==> config.mk <==
export PLATFORM = sky130hd
export DESIGN_NAME = supply_and_fail_mode_control
export DESIGN_NICKNAME = d
export VERILOG_FILES = /design/src/supply_mode_pkg.sv /design/src/supply_and_fail_mode_control.sv
export SDC_FILE = /design/constraint.sdc
export NUM_CORES = 1
export LEC_CHECK = 0
export ABC_AREA = 1
export BUFFER_PORTS_ARGS = -buffer_cell sky130_fd_sc_hd__buf_2
export CORE_ASPECT_RATIO = 1.5
export CORE_MARGIN = 2
export CORE_UTILIZATION = 40
export CTS_CLUSTER_DIAMETER = 120
export DETAILED_ROUTE_END_ITERATION = 10
export GPL_TIMING_DRIVEN = 0
export SETUP_SLACK_MARGIN = 0.4
export SLEW_MARGIN = 25
export SYNTH_ARGS = -nofsm -noshare
export SYNTH_HDL_FRONTEND = slang
export SYNTH_SLANG_ARGS = --single-unit
==> constraint.sdc <==
create_clock -name sys_clk -period 9.3 [get_ports sys_clk]
set_input_delay 0.465 -clock sys_clk [delete_from_list [all_inputs] [get_ports sys_clk]]
set_output_delay 0.465 -clock sys_clk [all_outputs]
set_load 0.02 [all_outputs]
==> src/supply_mode_pkg.sv <==
// constants and types shared by the supply and fail mode supervisor
// Summary of operation
// - operate only while awake, else sleep
// - serial reads blocked without logic supply
// - clock pin reports wake while reset low
// - awake and reset low drives pin high
// - sleep or reset wake leaves pin input
// - both supplies lost clears all, outputs off
// - battery lost keeps state, channels off
// - external switch follows config on battery loss
// - wake during battery loss not reported
// - logic supply lost acts as watchdog timeout
// - normal mode channels follow pwm generator
// - faults reported through serial status
// - high fail input forces fail mode
// - fail mode channels follow direct inputs
// - fail forcing works without logic supply
// - fail input level readable in status
// - fail input deglitched for 200 us
// - watchdog toggle miss or timeout means fail
`default_nettype none
package supply_mode_pkg;
    localparam int CLK_MHZ = 200;
    localparam int DGL_US = 200;
    localparam int DGL_CYC = DGL_US * CLK_MHZ;
    localparam int WD_SHORT_MS = 32;
    localparam int WD_LONG_MS = 128;
    localparam int WD_SHORT_CYC = WD_SHORT_MS * 1000 * CLK_MHZ;
    localparam int WD_LONG_CYC = WD_LONG_MS * 1000 * CLK_MHZ;
    localparam int NCH = 4;
    // axi register offsets
    localparam logic [7:0] CTRL_OFS = 8'h00;
    localparam logic [7:0] STATUS_OFS = 8'h04;
    localparam logic [7:0] FAULT_OFS = 8'h08;
    localparam logic [7:0] WDOG_OFS = 8'h0c;
    // control field positions
    localparam int CTRL_EXT_BIT = 0;
    localparam int CTRL_WDSEL_BIT = 1;
    localparam int CTRL_RESUME_BIT = 2;
    localparam logic [31:0] CTRL_RST = 32'h0000_0000;
    // status field positions
    localparam int ST_FAILIN_BIT = 0;
    localparam int ST_WDERR_BIT = 1;
    localparam int ST_MODE_LSB = 4;
    typedef enum logic [3:0] {
        MODE_OFF = 4'h1,
        MODE_SLEEP = 4'h2,
        MODE_FAIL = 4'h4,
        MODE_NORMAL = 4'h8
    } mode_t;
endpackage
`default_nettype wire
==> src/supply_and_fail_mode_control.sv <==
// supply state and operating mode supervisor with axi4-lite registers
`timescale 1ns/100ps
`default_nettype none
module supply_and_fail_mode_control #(
    parameter int DGL_CYCLES = supply_mode_pkg::DGL_CYC,
    parameter int WD_SHORT_CYCLES = supply_mode_pkg::WD_SHORT_CYC,
    parameter int WD_LONG_CYCLES = supply_mode_pkg::WD_LONG_CYC
) (
    input wire logic sys_clk,
    input wire logic arst_n,
    input wire logic bat_ok,                 // battery above its reset level
    input wire logic vcc_ok,                 // logic supply above its reset level
    input wire logic wake,                   // wake condition
    input wire logic active_low_reset_pin_n, // reset pin
    input wire logic wake_by_reset,          // wake source was the reset pin
    input wire logic fail_force_pin,         // fail request pin
    input wire logic [3:0] direct_channel_inputs,
    input wire logic [3:0] pwm_channels,     // from pwm generator
    input wire logic [7:0] fault_flags,      // fault sources, sticky here
    input wire logic clk_pin_in,
    output logic clk_pin_out,
    output logic clk_pin_oe,
    output logic [3:0] high_side_channel_outputs,
    output logic external_switch_control_output,
    output logic deglitched_fail_request,
    output logic serial_read_enable,
    output logic [3:0] mode_state,
    input wire logic [31:0] s_axi_awaddr,
    input wire logic s_axi_awvalid,
    output logic s_axi_awready,
    input wire logic [31:0] s_axi_wdata,
    input wire logic [3:0] s_axi_wstrb,
    input wire logic s_axi_wvalid,
    output logic s_axi_wready,
    output logic [1:0] s_axi_bresp,
    output logic s_axi_bvalid,
    input wire logic s_axi_bready,
    input wire logic [31:0] s_axi_araddr,
    input wire logic s_axi_arvalid,
    output logic s_axi_arready,
    output logic [31:0] s_axi_rdata,
    output logic [1:0] s_axi_rresp,
    output logic s_axi_rvalid,
    input wire logic s_axi_rready
);

    ////////////////////////////////////////////////////////////////////////
    // internal reset: pin reset or both supplies gone
    logic power_off;
    // no synchroniser here: the clear must act even with the clock stopped
    assign power_off = !bat_ok && !vcc_ok;
    logic rst_n;
    // both supplies down resets every register asynchronously
    assign rst_n = arst_n && !power_off;

    ////////////////////////////////////////////////////////////////////////
    // whole state in one struct
    typedef struct packed {
        logic [2:0] bat_sy;        // battery synchroniser
        logic [2:0] vcc_sy;        // logic supply synchroniser
        logic [2:0] wake_sy;
        logic [2:0] rst_sy;
        logic [2:0] fail_sy;
        logic bat_q; // agreed battery level
        logic vcc_q; // agreed logic supply level
        logic wake_q; // agreed wake level
        logic rst_q; // agreed reset pin level
        logic fail_q; // agreed fail pin level
        logic [31:0] dgl_cnt;      // deglitch counter
        logic fail_req;            // deglitched fail request
        logic [31:0] wd_cnt;       // watchdog counter
        logic wd_err;              // sticky watchdog error
        logic wd_last;             // last toggle bit
        logic [31:0] ctrl;
        logic [7:0] faults;        // sticky fault flags
        supply_mode_pkg::mode_t mode;
        logic [3:0] hs_out;
        logic ext_out;
        logic aw_got; // write address held
        logic w_got; // write data held
        logic [7:0] aw_addr;
        logic [31:0] w_data;
        logic [3:0] w_strb;
        logic bvalid;
        logic [1:0] bresp;
        logic rvalid;
        logic [31:0] rdata;
        logic [1:0] rresp;
    } state_t;

    // registered state and its next value
    state_t st_ff, nxt_st;
    logic [7:0] rd_addr;
    logic wr_fire;
    logic sel_wd;

    assign rd_addr = s_axi_araddr[7:0];
    assign sel_wd = st_ff.ctrl[supply_mode_pkg::CTRL_WDSEL_BIT];

    ////////////////////////////////////////////////////////////////////////
    // next state logic
    always_comb begin
        nxt_st = st_ff;
        wr_fire = 1'b0;
        // three stage synchronisers; level changes when stages 2 and 3 agree
        nxt_st.bat_sy = {st_ff.bat_sy[1:0], bat_ok};
        nxt_st.vcc_sy = {st_ff.vcc_sy[1:0], vcc_ok};
        nxt_st.wake_sy = {st_ff.wake_sy[1:0], wake};
        nxt_st.rst_sy = {st_ff.rst_sy[1:0], active_low_reset_pin_n};
        nxt_st.fail_sy = {st_ff.fail_sy[1:0], fail_force_pin};
        if (st_ff.bat_sy[1] == st_ff.bat_sy[2]) begin
            nxt_st.bat_q = st_ff.bat_sy[2];
        end
        if (st_ff.vcc_sy[1] == st_ff.vcc_sy[2]) begin
            nxt_st.vcc_q = st_ff.vcc_sy[2];
        end
        if (st_ff.wake_sy[1] == st_ff.wake_sy[2]) begin
            nxt_st.wake_q = st_ff.wake_sy[2];
        end
        if (st_ff.rst_sy[1] == st_ff.rst_sy[2]) begin
            nxt_st.rst_q = st_ff.rst_sy[2];
        end
        if (st_ff.fail_sy[1] == st_ff.fail_sy[2]) begin
            nxt_st.fail_q = st_ff.fail_sy[2];
        end
        // symmetric deglitch: level must hold the full time to flip
        if (st_ff.fail_q == st_ff.fail_req) begin
            nxt_st.dgl_cnt = 32'h0000_0000;
        end else if (st_ff.dgl_cnt >= 32'(DGL_CYCLES - 1)) begin
            nxt_st.fail_req = st_ff.fail_q;
            nxt_st.dgl_cnt = 32'h0000_0000;
        end else begin
            nxt_st.dgl_cnt = st_ff.dgl_cnt + 32'h0000_0001;
        end
        // sticky faults, visible through the fault register read path
        nxt_st.faults = st_ff.faults | fault_flags;

        // axi write channel capture, either order
        if (s_axi_awvalid && !st_ff.aw_got) begin
            nxt_st.aw_got = 1'b1;
            nxt_st.aw_addr = s_axi_awaddr[7:0];
        end
        if (s_axi_wvalid && !st_ff.w_got) begin
            nxt_st.w_got = 1'b1;
            nxt_st.w_data = s_axi_wdata;
            nxt_st.w_strb = s_axi_wstrb;
        end
        // both halves held: execute once, answer on the next edge
        if (st_ff.aw_got && st_ff.w_got && !st_ff.bvalid) begin
            wr_fire = 1'b1;
            nxt_st.aw_got = 1'b0;
            nxt_st.w_got = 1'b0;
            nxt_st.bvalid = 1'b1;
            nxt_st.bresp = 2'h0;
            unique case (st_ff.aw_addr)
                supply_mode_pkg::CTRL_OFS: begin
                    for (int b = 0; b < 4; b++) begin
                        if (st_ff.w_strb[b]) begin
                            nxt_st.ctrl[b*8 +: 8] = st_ff.w_data[b*8 +: 8];
                        end
                    end
                end
                supply_mode_pkg::FAULT_OFS: begin
                    // write one to clear; a new fault the same cycle wins
                    nxt_st.faults = (st_ff.faults & ~st_ff.w_data[7:0]) | fault_flags;
                end
                supply_mode_pkg::WDOG_OFS: begin
                    // a frame that fails to toggle the bit is an error
                    if (st_ff.w_data[0] == st_ff.wd_last) begin
                        nxt_st.wd_err = 1'b1;
                    end
                    nxt_st.wd_last = st_ff.w_data[0];
                    nxt_st.wd_cnt = 32'h0000_0000;
                end
                supply_mode_pkg::STATUS_OFS: begin
                    nxt_st.bresp = 2'h0;
                end
                default: begin
                    nxt_st.bresp = 2'h2;
                end
            endcase
        end
        // response stands until the master takes it
        if (st_ff.bvalid && s_axi_bready) begin
            nxt_st.bvalid = 1'b0;
        end

        // software resume request leaves fail mode; it sits ahead of the error
        // sources so that a timeout in the same cycle still wins
        if (wr_fire && st_ff.aw_addr == supply_mode_pkg::CTRL_OFS
            && st_ff.w_data[supply_mode_pkg::CTRL_RESUME_BIT] && !st_ff.fail_req && st_ff.vcc_q) begin
            nxt_st.wd_err = 1'b0;
            nxt_st.wd_cnt = 32'h0000_0000;
        end
        // watchdog timeout, period picked by control bit
        // the timer only runs in normal mode; sleep and fail hold it at zero
        if (!wr_fire || st_ff.aw_addr != supply_mode_pkg::WDOG_OFS) begin
            if (st_ff.mode == supply_mode_pkg::MODE_NORMAL) begin
                if (st_ff.wd_cnt >= 32'(sel_wd ? WD_LONG_CYCLES - 1 : WD_SHORT_CYCLES - 1)) begin
                    nxt_st.wd_err = 1'b1;
                end else begin
                    nxt_st.wd_cnt = st_ff.wd_cnt + 32'h0000_0001;
                end
            end else begin
                nxt_st.wd_cnt = 32'h0000_0000;
            end
        end
        // logic supply lost with battery present: same as a timeout
        if (st_ff.bat_q && !st_ff.vcc_q) begin
            nxt_st.wd_err = 1'b1;
        end

        // axi read channel
        if (s_axi_arvalid && !st_ff.rvalid) begin
            nxt_st.rvalid = 1'b1;
            nxt_st.rresp = 2'h0;
            nxt_st.rdata = 32'h0000_0000;
            // serial output stage unpowered: refuse the read
            if (!st_ff.vcc_q) begin
                nxt_st.rresp = 2'h2;
            end else begin
                // unmapped offsets answer with an error
                unique case (rd_addr)
                    supply_mode_pkg::CTRL_OFS: nxt_st.rdata = st_ff.ctrl;
                    supply_mode_pkg::STATUS_OFS: begin
                        nxt_st.rdata[supply_mode_pkg::ST_FAILIN_BIT] = st_ff.fail_q;
                        nxt_st.rdata[supply_mode_pkg::ST_WDERR_BIT] = st_ff.wd_err;
                        nxt_st.rdata[supply_mode_pkg::ST_MODE_LSB +: 4] = st_ff.mode;
                    end
                    supply_mode_pkg::FAULT_OFS: nxt_st.rdata[7:0] = st_ff.faults;
                    supply_mode_pkg::WDOG_OFS: nxt_st.rdata[0] = st_ff.wd_last;
                    default: nxt_st.rresp = 2'h2;
                endcase
            end
        end else if (st_ff.rvalid && s_axi_rready) begin
            nxt_st.rvalid = 1'b0;
        end

        // mode selection in priority order
        if (!st_ff.bat_q && !st_ff.vcc_q) begin
            nxt_st.mode = supply_mode_pkg::MODE_OFF;
        end else if (!st_ff.wake_q) begin
            nxt_st.mode = supply_mode_pkg::MODE_SLEEP;
        end else if (st_ff.fail_req || st_ff.wd_err) begin
            nxt_st.mode = supply_mode_pkg::MODE_FAIL;
        end else begin
            nxt_st.mode = supply_mode_pkg::MODE_NORMAL;
        end

        // channel drive by mode; battery loss cuts the channels
        unique case (st_ff.mode)
            supply_mode_pkg::MODE_FAIL: nxt_st.hs_out = direct_channel_inputs;
            supply_mode_pkg::MODE_NORMAL: nxt_st.hs_out = pwm_channels;
            supply_mode_pkg::MODE_OFF, supply_mode_pkg::MODE_SLEEP: nxt_st.hs_out = 4'h0;
            default: nxt_st.hs_out = 4'h0;
        endcase
        if (!st_ff.bat_q) begin
            nxt_st.hs_out = 4'h0;
        end
        // external switch keeps its config during battery loss
        nxt_st.ext_out = st_ff.ctrl[supply_mode_pkg::CTRL_EXT_BIT] && st_ff.vcc_q
            && (st_ff.mode == supply_mode_pkg::MODE_NORMAL || !st_ff.bat_q);
    end

    ////////////////////////////////////////////////////////////////////////
    // state register, cleared on pin reset or power off
    always_ff @(posedge sys_clk or negedge rst_n) begin
        if (!rst_n) begin
            st_ff <= '0;
            // mode and control carry their own reset codes
            st_ff.mode <= supply_mode_pkg::MODE_OFF;
            st_ff.ctrl <= supply_mode_pkg::CTRL_RST;
        end else begin
            st_ff <= nxt_st;
        end
    end

    ////////////////////////////////////////////////////////////////////////
    // outputs
    // the pin is only driven here; reading it back is left to the host
    // reset pin low: clock pin reports wake, driven only when awake on battery
    assign clk_pin_oe = !st_ff.rst_q && st_ff.wake_q && !wake_by_reset && st_ff.bat_q;
    assign clk_pin_out = clk_pin_oe;
    // data outputs straight from flip-flops
    assign high_side_channel_outputs = st_ff.hs_out;
    assign external_switch_control_output = st_ff.ext_out;
    assign deglitched_fail_request = st_ff.fail_req;
    assign serial_read_enable = st_ff.vcc_q;
    assign mode_state = st_ff.mode;
    // a channel is ready while its holding slot is empty
    assign s_axi_awready = !st_ff.aw_got;
    assign s_axi_wready = !st_ff.w_got;
    assign s_axi_bvalid = st_ff.bvalid;
    assign s_axi_bresp = st_ff.bresp;
    assign s_axi_arready = !st_ff.rvalid;
    assign s_axi_rvalid = st_ff.rvalid;
    assign s_axi_rdata = st_ff.rdata;
    assign s_axi_rresp = st_ff.rresp;
endmodule
`default_nettype wire

==> summary.txt, run 1 <==
GRT
  – Vias in the first global route: between 7000 and 8000
  – Largest net degree at the start of global routing: 50
  – Total track usage: 18.8%
  – Grt total ovfl: 0
  – Initial antenna violation count: 3
  – First-pass GRT wire length: 39700 microns

Synth
  – Register area share after synthesis: 54.2%
  – Main synth FF type: dfrtp_1
  – Post-synthesis cell type count: 41
  – Post-synth EDFFs: 0
  – Syn Inst Count: around 1100
  – Yosys reg bits: 218
  – Mean Syn Cell Area: about 8.9 sq um
  – Synth Cell Area: approximately 10000 sq um
  – Ys async rst share: 100%
  – Total number of yosys warnings: 0

CTS
  – CTS tree: built
  – CTS Buf Count: 23
  – CTS resizes: 0
  – CTS Hold Buffers Added: 1
  – Clock Path Buffers: 3
  – Root buf cell: clkbuf_16
  – Latest clock arrival within the worst-skew pair: between 0.5 and 0.6 ns
  – Htree depth: 1
  – Post-CTS Setup Repair Bufs: 0
  – CTS clk-pin slew, worst paths: about 0.060 ns
  – Clock sinks: 218

Final layout
  – Area of the multi-input gates: 3670 sq um
  – Share of cells above drive strength 1: 21.7%
  – Final #Nets: around 1500
  – Fin cells: ~1700
  – Register area: 5460 sq um
  – Leading cell types in the layout, fill and taps excluded: nand2_1 (227), dfrtp_1 (217), nor2_1 (184), buf_2 (142), inv_1 (128)
  – Most common library cell in the layout ignoring fill and taps: nand2_1
  – Fin util: 48.9%
  – Design area: around 12000 sq um
  – Synth-to-layout area growth: 20.9%
  – FILL cells: roughly 2400

Critical path
  – Crit path arrival time: 2.96 ns
  – Worst reg2reg path depth: 11
  – Worst flop-to-flop path startpoint: sel_wd
  – Slowest stage delay, CP: 0.52 ns
  – Worst-path cell chain: inv_1 -> ha_1 -> a21o_1 -> nor2_1 -> nand2_1 -> nand2_1 -> nand3_2 -> buf_4 -> nand2_1 -> nand2_1 -> nor2_1
  – CP dominant cell by count: nand2_1
  – Setup CP Type: flip-flop to flip-flop
  – WP data required: 9.73 ns
  – Crit Path Max Fanout: 10
  – CP startpoint kind: flip-flop
  – R2r setup slk: 6.77 ns
  – Reg2reg end: st_ff[150]
  – Critical Path Sink Type: flip-flop
  – Critical Path Slowest Stage Cell: dfrtp_1
  – Setup crit start: sel_wd

Detailed routing
  – Antenna-violating nets left: 0
  – Via count: 7905
  – Routed WL: 24700 microns
  – Initial DRT Pass Iterations: 5
  – DR iter-0 viols: between 400 and 500
  – WL per Instance: 14.9 microns
  – Vias/cell: ~4.8
  – # DRC: 0

STA
  – Hold slack: 0.0191 ns
  – Worst-margin pin slew: 0.730 ns
  – Hold Fails Final Rpt: 0
  – Final max-slew violation count: 0
  – Max-Slew Margin vs Limit: roughly half
  – Final worst path period need: roughly 2.5 ns
  – Fin crit share: a little over a quarter
  – # setup viols final: 0
  – Fin worst setup slack: 6.77 ns
  – RSZ-0062 raised after global routing: false
  – Clock Skew: 0.0118 ns
  – Maximum clock rate: 395 MHz
  – Fin Setup TNS: 0 ns

Placed design
  – GP Congestion: 0.921
  – DP HPWL: about 19000 microns
  – Placed insts: 1616
  – I/O Buffers: 132
  – Setup WS pre-CTS: 6.77 ns
  – DP Area: 11300 sq um

Worst hold path
  – Worst hold path type: primary input to asynchronous set/reset pin

Floorplanning
  – Site Rows: 71
  – Starting density of the core: between 40% and 50%
  – Boundary Pins: about 180
  – Die X-Extent: 134 microns
  – Die Y: 198 microns
  – Die area: 26500 sq um
  – Core area: 24900 sq um

Power
  – VDD IR max: 0.130 mV
  – Tot Pwr: around 2.5 mW
  – PD cells: 202 nW/um^2
  – Pleak: 5.96 nW

Outcome
  – Status: finished, final reports clean

Flow run
  – Max-Cap Viols: 0
logic make-up (layout without fill, tap and decap cells):
| kind of cell | Yosys count | after routing | share of synthesized area [%] |
|---|---|---|---|
| other | 1 | 21 | 0.0372 |
| flip-flops | 218 | 218 | 54.2 |
| adder cells (fa/ha/maj) | 17 | 17 | 1.99 |
| AND/OR/NAND/NOR | 521 | 521 | 22.0 |
| XOR/XNOR | 17 | 17 | 1.48 |
| buffers and inverters | 212 | 390 | 10.1 |
| AO/OA/AOI/OAI | 139 | 139 | 9.26 |
| multiplexers | 9 | 9 | 1.01 |
power by group:
part           switching, mW  internal (mW)
Sequential            0.0540           1.07
Clock                  0.372          0.631
Combinational          0.220          0.116
Total                  0.646           1.81
how the worst max path moves through the flow:
stage | endpoint | slack [ns]
after detailed placement | st_ff[148] | 6.77
after floorplan | deglitched_fail_request | 1.95
final | st_ff[150] | 6.77
after global routing | st_ff[135] | 6.54
after CTS | st_ff[148] | 6.76
after global placement | s_axi_rvalid | -0.99
cell usage after synthesis (2+ instances only):
| master | number | area share [%] |
|---|---|---|
| o21ai_0 | 24 | 1.2 |
| nand2_2 | 2 | 0.12 |
| ha_1 | 12 | 1.5 |
| nor3_1 | 15 | 0.75 |
| a32o_1 | 24 | 2.4 |
| buf_2 | 10 | 0.50 |
| clkbuf_1 | 19 | 0.71 |
| maj3_1 | 5 | 0.50 |
| nand4_1 | 30 | 1.9 |
| dfrtp_1 | 217 | 54 |
| buf_4 | 53 | 4.0 |
| nand3_2 | 5 | 0.50 |
| xor2_1 | 11 | 0.96 |
| nor2_1 | 184 | 6.9 |
| o21bai_1 | 3 | 0.22 |
| nor4_1 | 6 | 0.37 |
| a21oi_1 | 58 | 2.9 |
| nand2_1 | 227 | 8.5 |
| inv_1 | 128 | 4.8 |
| mux2_2 | 9 | 1.0 |
| a22o_1 | 2 | 0.17 |
| xnor2_1 | 6 | 0.52 |
| nand3_1 | 43 | 2.1 |
| o21ai_2 | 24 | 2.1 |
critical path, delay by kind of cell, from the launching register on:
kind | cells | cell delay (ns)
adder cells (fa/ha/maj) | 1 | 0.36
buffers and inverters | 2 | 0.52
AO/OA/AOI/OAI | 1 | 0.16
AND/OR/NAND/NOR | 7 | 0.91
flip-flops | 1 | 0.52
registers in the layout, summed over array words and instances, names as in the netlist, 4 cells and up:
| signal | cells |
|---|---|
| s_axi_rdata | 32 |
| high_side_channel_outputs | 4 |
| nxt_st | 10 |
| mode_state | 4 |
| st_ff | 160 |
layer usage:
metal	wire (microns)	track usage, %
met1	10100	22.9
met2	13000	34.5
met3	939	1.97
met4	606	6.46
met5	0	0
area by class of cell:
| class | instances | share of cell area, % |
|---|---|---|
| antenna | 3 | 0.0617 |
| buffer | 83 | 4.36 |
| clock buffer | 30 | 5.36 |
| clock inverter | 10 | 1.49 |
| inverter | 129 | 3.98 |
| multi-input combinational | 721 | 30.1 |
| sequential | 218 | 44.8 |
| tap | 328 | 3.37 |
| timing repair buffer | 138 | 6.40 |
Power figures use the tool's default switching activity.
==> run 2: changes to the inputs <==
==> constraint.sdc (replaced) <==
create_clock -name sys_clk -period 2.1 [get_ports sys_clk]
set_input_delay 0.105 -clock sys_clk [delete_from_list [all_inputs] [get_ports sys_clk]]
set_output_delay 0.105 -clock sys_clk [all_outputs]
set_load 0.02 [all_outputs]
==> summary.txt, run 2 (same netlist as run 1, synthesis figures left out) <==
Worst hold path
  – Hold Startpoint: s_axi_wvalid
  – Worst hold path type: primary input to flip-flop
  – Hold path depth: 3
  – Worst hold path endpoint: st_ff[38]

Floorplanning
  – Core area: 24900 sq um (unchanged)
  – Die Y: 198 microns (unchanged)
  – Die area: 26500 sq um (unchanged)
  – Site Rows: 71 (unchanged)
  – Boundary Pins: 184 (unchanged)
  – Die X-Extent: 134 microns (unchanged)
  – Starting density of the core: 40.5% (unchanged)

Final layout
  – Fin cells: 1770 (+6.6%)
  – Register area: 5460 sq um (about the same)
  – Share of cells above drive strength 1: 29.5% (+7.8 points)
  – Final #Nets: 1569 (+7.8%)
  – Synth-to-layout area growth: 37.0%
  – Leading cell types in the layout, fill and taps excluded: dfrtp_1 (216), nand2_1 (188), nor2_1 (166), buf_2 (139), inv_1 (121)
  – Max reg flops: 160 (unchanged)
  – Top reg by flops: st_ff
  – Area of the multi-input gates: 4140 sq um (+13%)
  – Most common library cell in the layout ignoring fill and taps: dfrtp_1
  – FILL cells: 2253 (-7.0%)

Critical path
  – Setup CP Type: flip-flop to flip-flop
  – Crit Path Max Fanout: 7 (-3)
  – R2r setup slk: 0.02 ns (-6.75 ns)
  – CP startpoint kind: flip-flop
  – WP data required: 2.50 ns (-7.23 ns)
  – Reg2reg end: st_ff[151]
  – Worst flop-to-flop path startpoint: sel_wd
  – Crit path arrival time: 2.49 ns (-0.47 ns)
  – Critical Path Sink Type: flip-flop
  – Worst reg2reg path depth: 11 (unchanged)

STA
  – Maximum clock rate: 480 MHz (+22%)
  – Fin worst setup slack: 0.0167 ns (-6.75 ns)
  – # setup viols final: 0 (unchanged)
  – Fin Setup TNS: 0 ns (unchanged)
  – Final max-slew violation count: 0 (unchanged)
  – Hold Fails Final Rpt: 0 (unchanged)
  – Max-Slew Margin vs Limit: 59.5% (+8.6 points)
  – Clock Skew: 0.0135 ns (+0.00168 ns)
  – Final worst path period need: 2.08 ns (-0.448 ns)
  – RSZ-0062 raised after global routing: true
  – Fin crit share: 99.2% (+72 points)
  – Worst-margin pin slew: 0.602 ns (-0.127 ns)

GRT
  – First-pass GRT wire length: 42500 microns (+7.0%)
  – Initial antenna violation count: 2 (-1)
  – Grt total ovfl: 0 (unchanged)
  – Largest net degree at the start of global routing: 50 (unchanged)
  – Total track usage: 19.8% (+1.0 points)
  – Vias in the first global route: 8485 (+8.5%)

CTS
  – CTS tree: built
  – Htree depth: 1 (unchanged)
  – CTS Buf Count: 23 (unchanged)
  – Latest clock arrival within the worst-skew pair: 0.51 ns (about the same)
  – Root buf cell: clkbuf_16
  – Clock Path Buffers: 3 (unchanged)
  – Clock sinks: 218 (unchanged)
  – CTS clk-pin slew, worst paths: 0.06 ns (about the same)

Power
  – Tot Pwr: 10.6 mW (+330%)
  – Pleak: 6.65 nW (+11%)
  – PD cells: 768 nW/um^2 (+280%)
  – VDD IR max: 0.811 mV (+520%)

Detailed routing
  – Antenna-violating nets left: 0 (unchanged)
  – DR iter-0 viols: 359 (-19%)
  – Vias/cell: 4.85 (+1.8%)
  – Routed WL: 26500 microns (+7.5%)
  – Initial DRT Pass Iterations: 5 (unchanged)
  – WL per Instance: 15.0 microns (+0.78%)
  – # DRC: 0 (unchanged)
  – Via count: 8577 (+8.5%)

Placed design
  – GP Congestion: 0.996 (+8.1%)
  – Setup WS pre-CTS: -0.116 ns (-6.89 ns)
  – Placed insts: 1615 (-0.062%)
  – I/O Buffers: 132 (unchanged)
  – DP HPWL: 18100 microns (-3.5%)

Flow run
  – Max-Cap Viols: 0 (unchanged)

Outcome
  – Status: finished, final reports clean
[run 2: layout make-up]
| class | instances | share of cell area (%) |
|---|---|---|
| diodes | 1 | 0.0181 |
| well taps | 328 | 2.98 |
| multi-input cells | 721 | 30.0 |
| plain buffers | 83 | 4.53 |
| flip-flops and latches | 218 | 39.6 |
| clock inverters | 10 | 0.635 |
| repair buffers | 251 | 14.2 |
| clock buffers | 29 | 4.41 |
| inverters | 129 | 3.61 |
[run 2: stage by stage]
step / instance area [sq um] / util (%) / hold slack, ns
final: 13800 / 55.4 / 0.0111
after global routing: 13800 / 55.4 / 0.0277
after CTS: 13200 / 53.0 / 0.0749
after detailed placement: 11400 / 45.8 / 0.220
after global placement: 11300 / 45.3 / 0.215
after floorplan: 10200 / - / 0.136
[run 2: timing repair]
item,CTS,global route
buffers inserted,17,20
pin swaps,13,30
endpoints found under the setup margin,140,109
resized for setup,61,99
cloned,1,6
hold buffers,71,0
hold endpoints to repair,98,0
[run 2: power by group]
part / total (mW) / switching (mW) / internal [mW]
clock: 3.83 / 1.65 / 2.18
combinational: 1.77 / 1.07 / 0.694
sequential: 4.99 / 0.264 / 4.73
[run 2: worst max-delay path by stage]
stage	from	end	slack, ns	cells after the start
after floorplan	vcc_ok	deglitched_fail_request	-0.10	1
after global placement	bat_ok	s_axi_rresp[1]	-1.11	2
after detailed placement	sel_wd	st_ff[159]	-0.12	12
after CTS	sel_wd	st_ff[158]	0.11	11
after global routing	sel_wd	st_ff[151]	-0.09	11
final	sel_wd	st_ff[151]	0.02	11
[run 2: worst max-delay path, stage by stage (launching register included)]
cell	delay [ns]
dfrtp_2	0.48
inv_8	0.13
ha_4	0.22
a21o_1	0.16
nor2_2	0.12
nand2_2	0.10
buf_4	0.15
buf_6	0.11
a21oi_4	0.25
nand3_1	0.12
nand2_1	0.10
nor2_1	0.04
[run 2: layer usage]
layer | share of wire, % | global-route usage [%]
met2 | 53 | 36.6
met1 | 39 | 23.8
met3 | 4.2 | 2.20
met4 | 3.5 | 7.13
met5 | 0.026 | 0
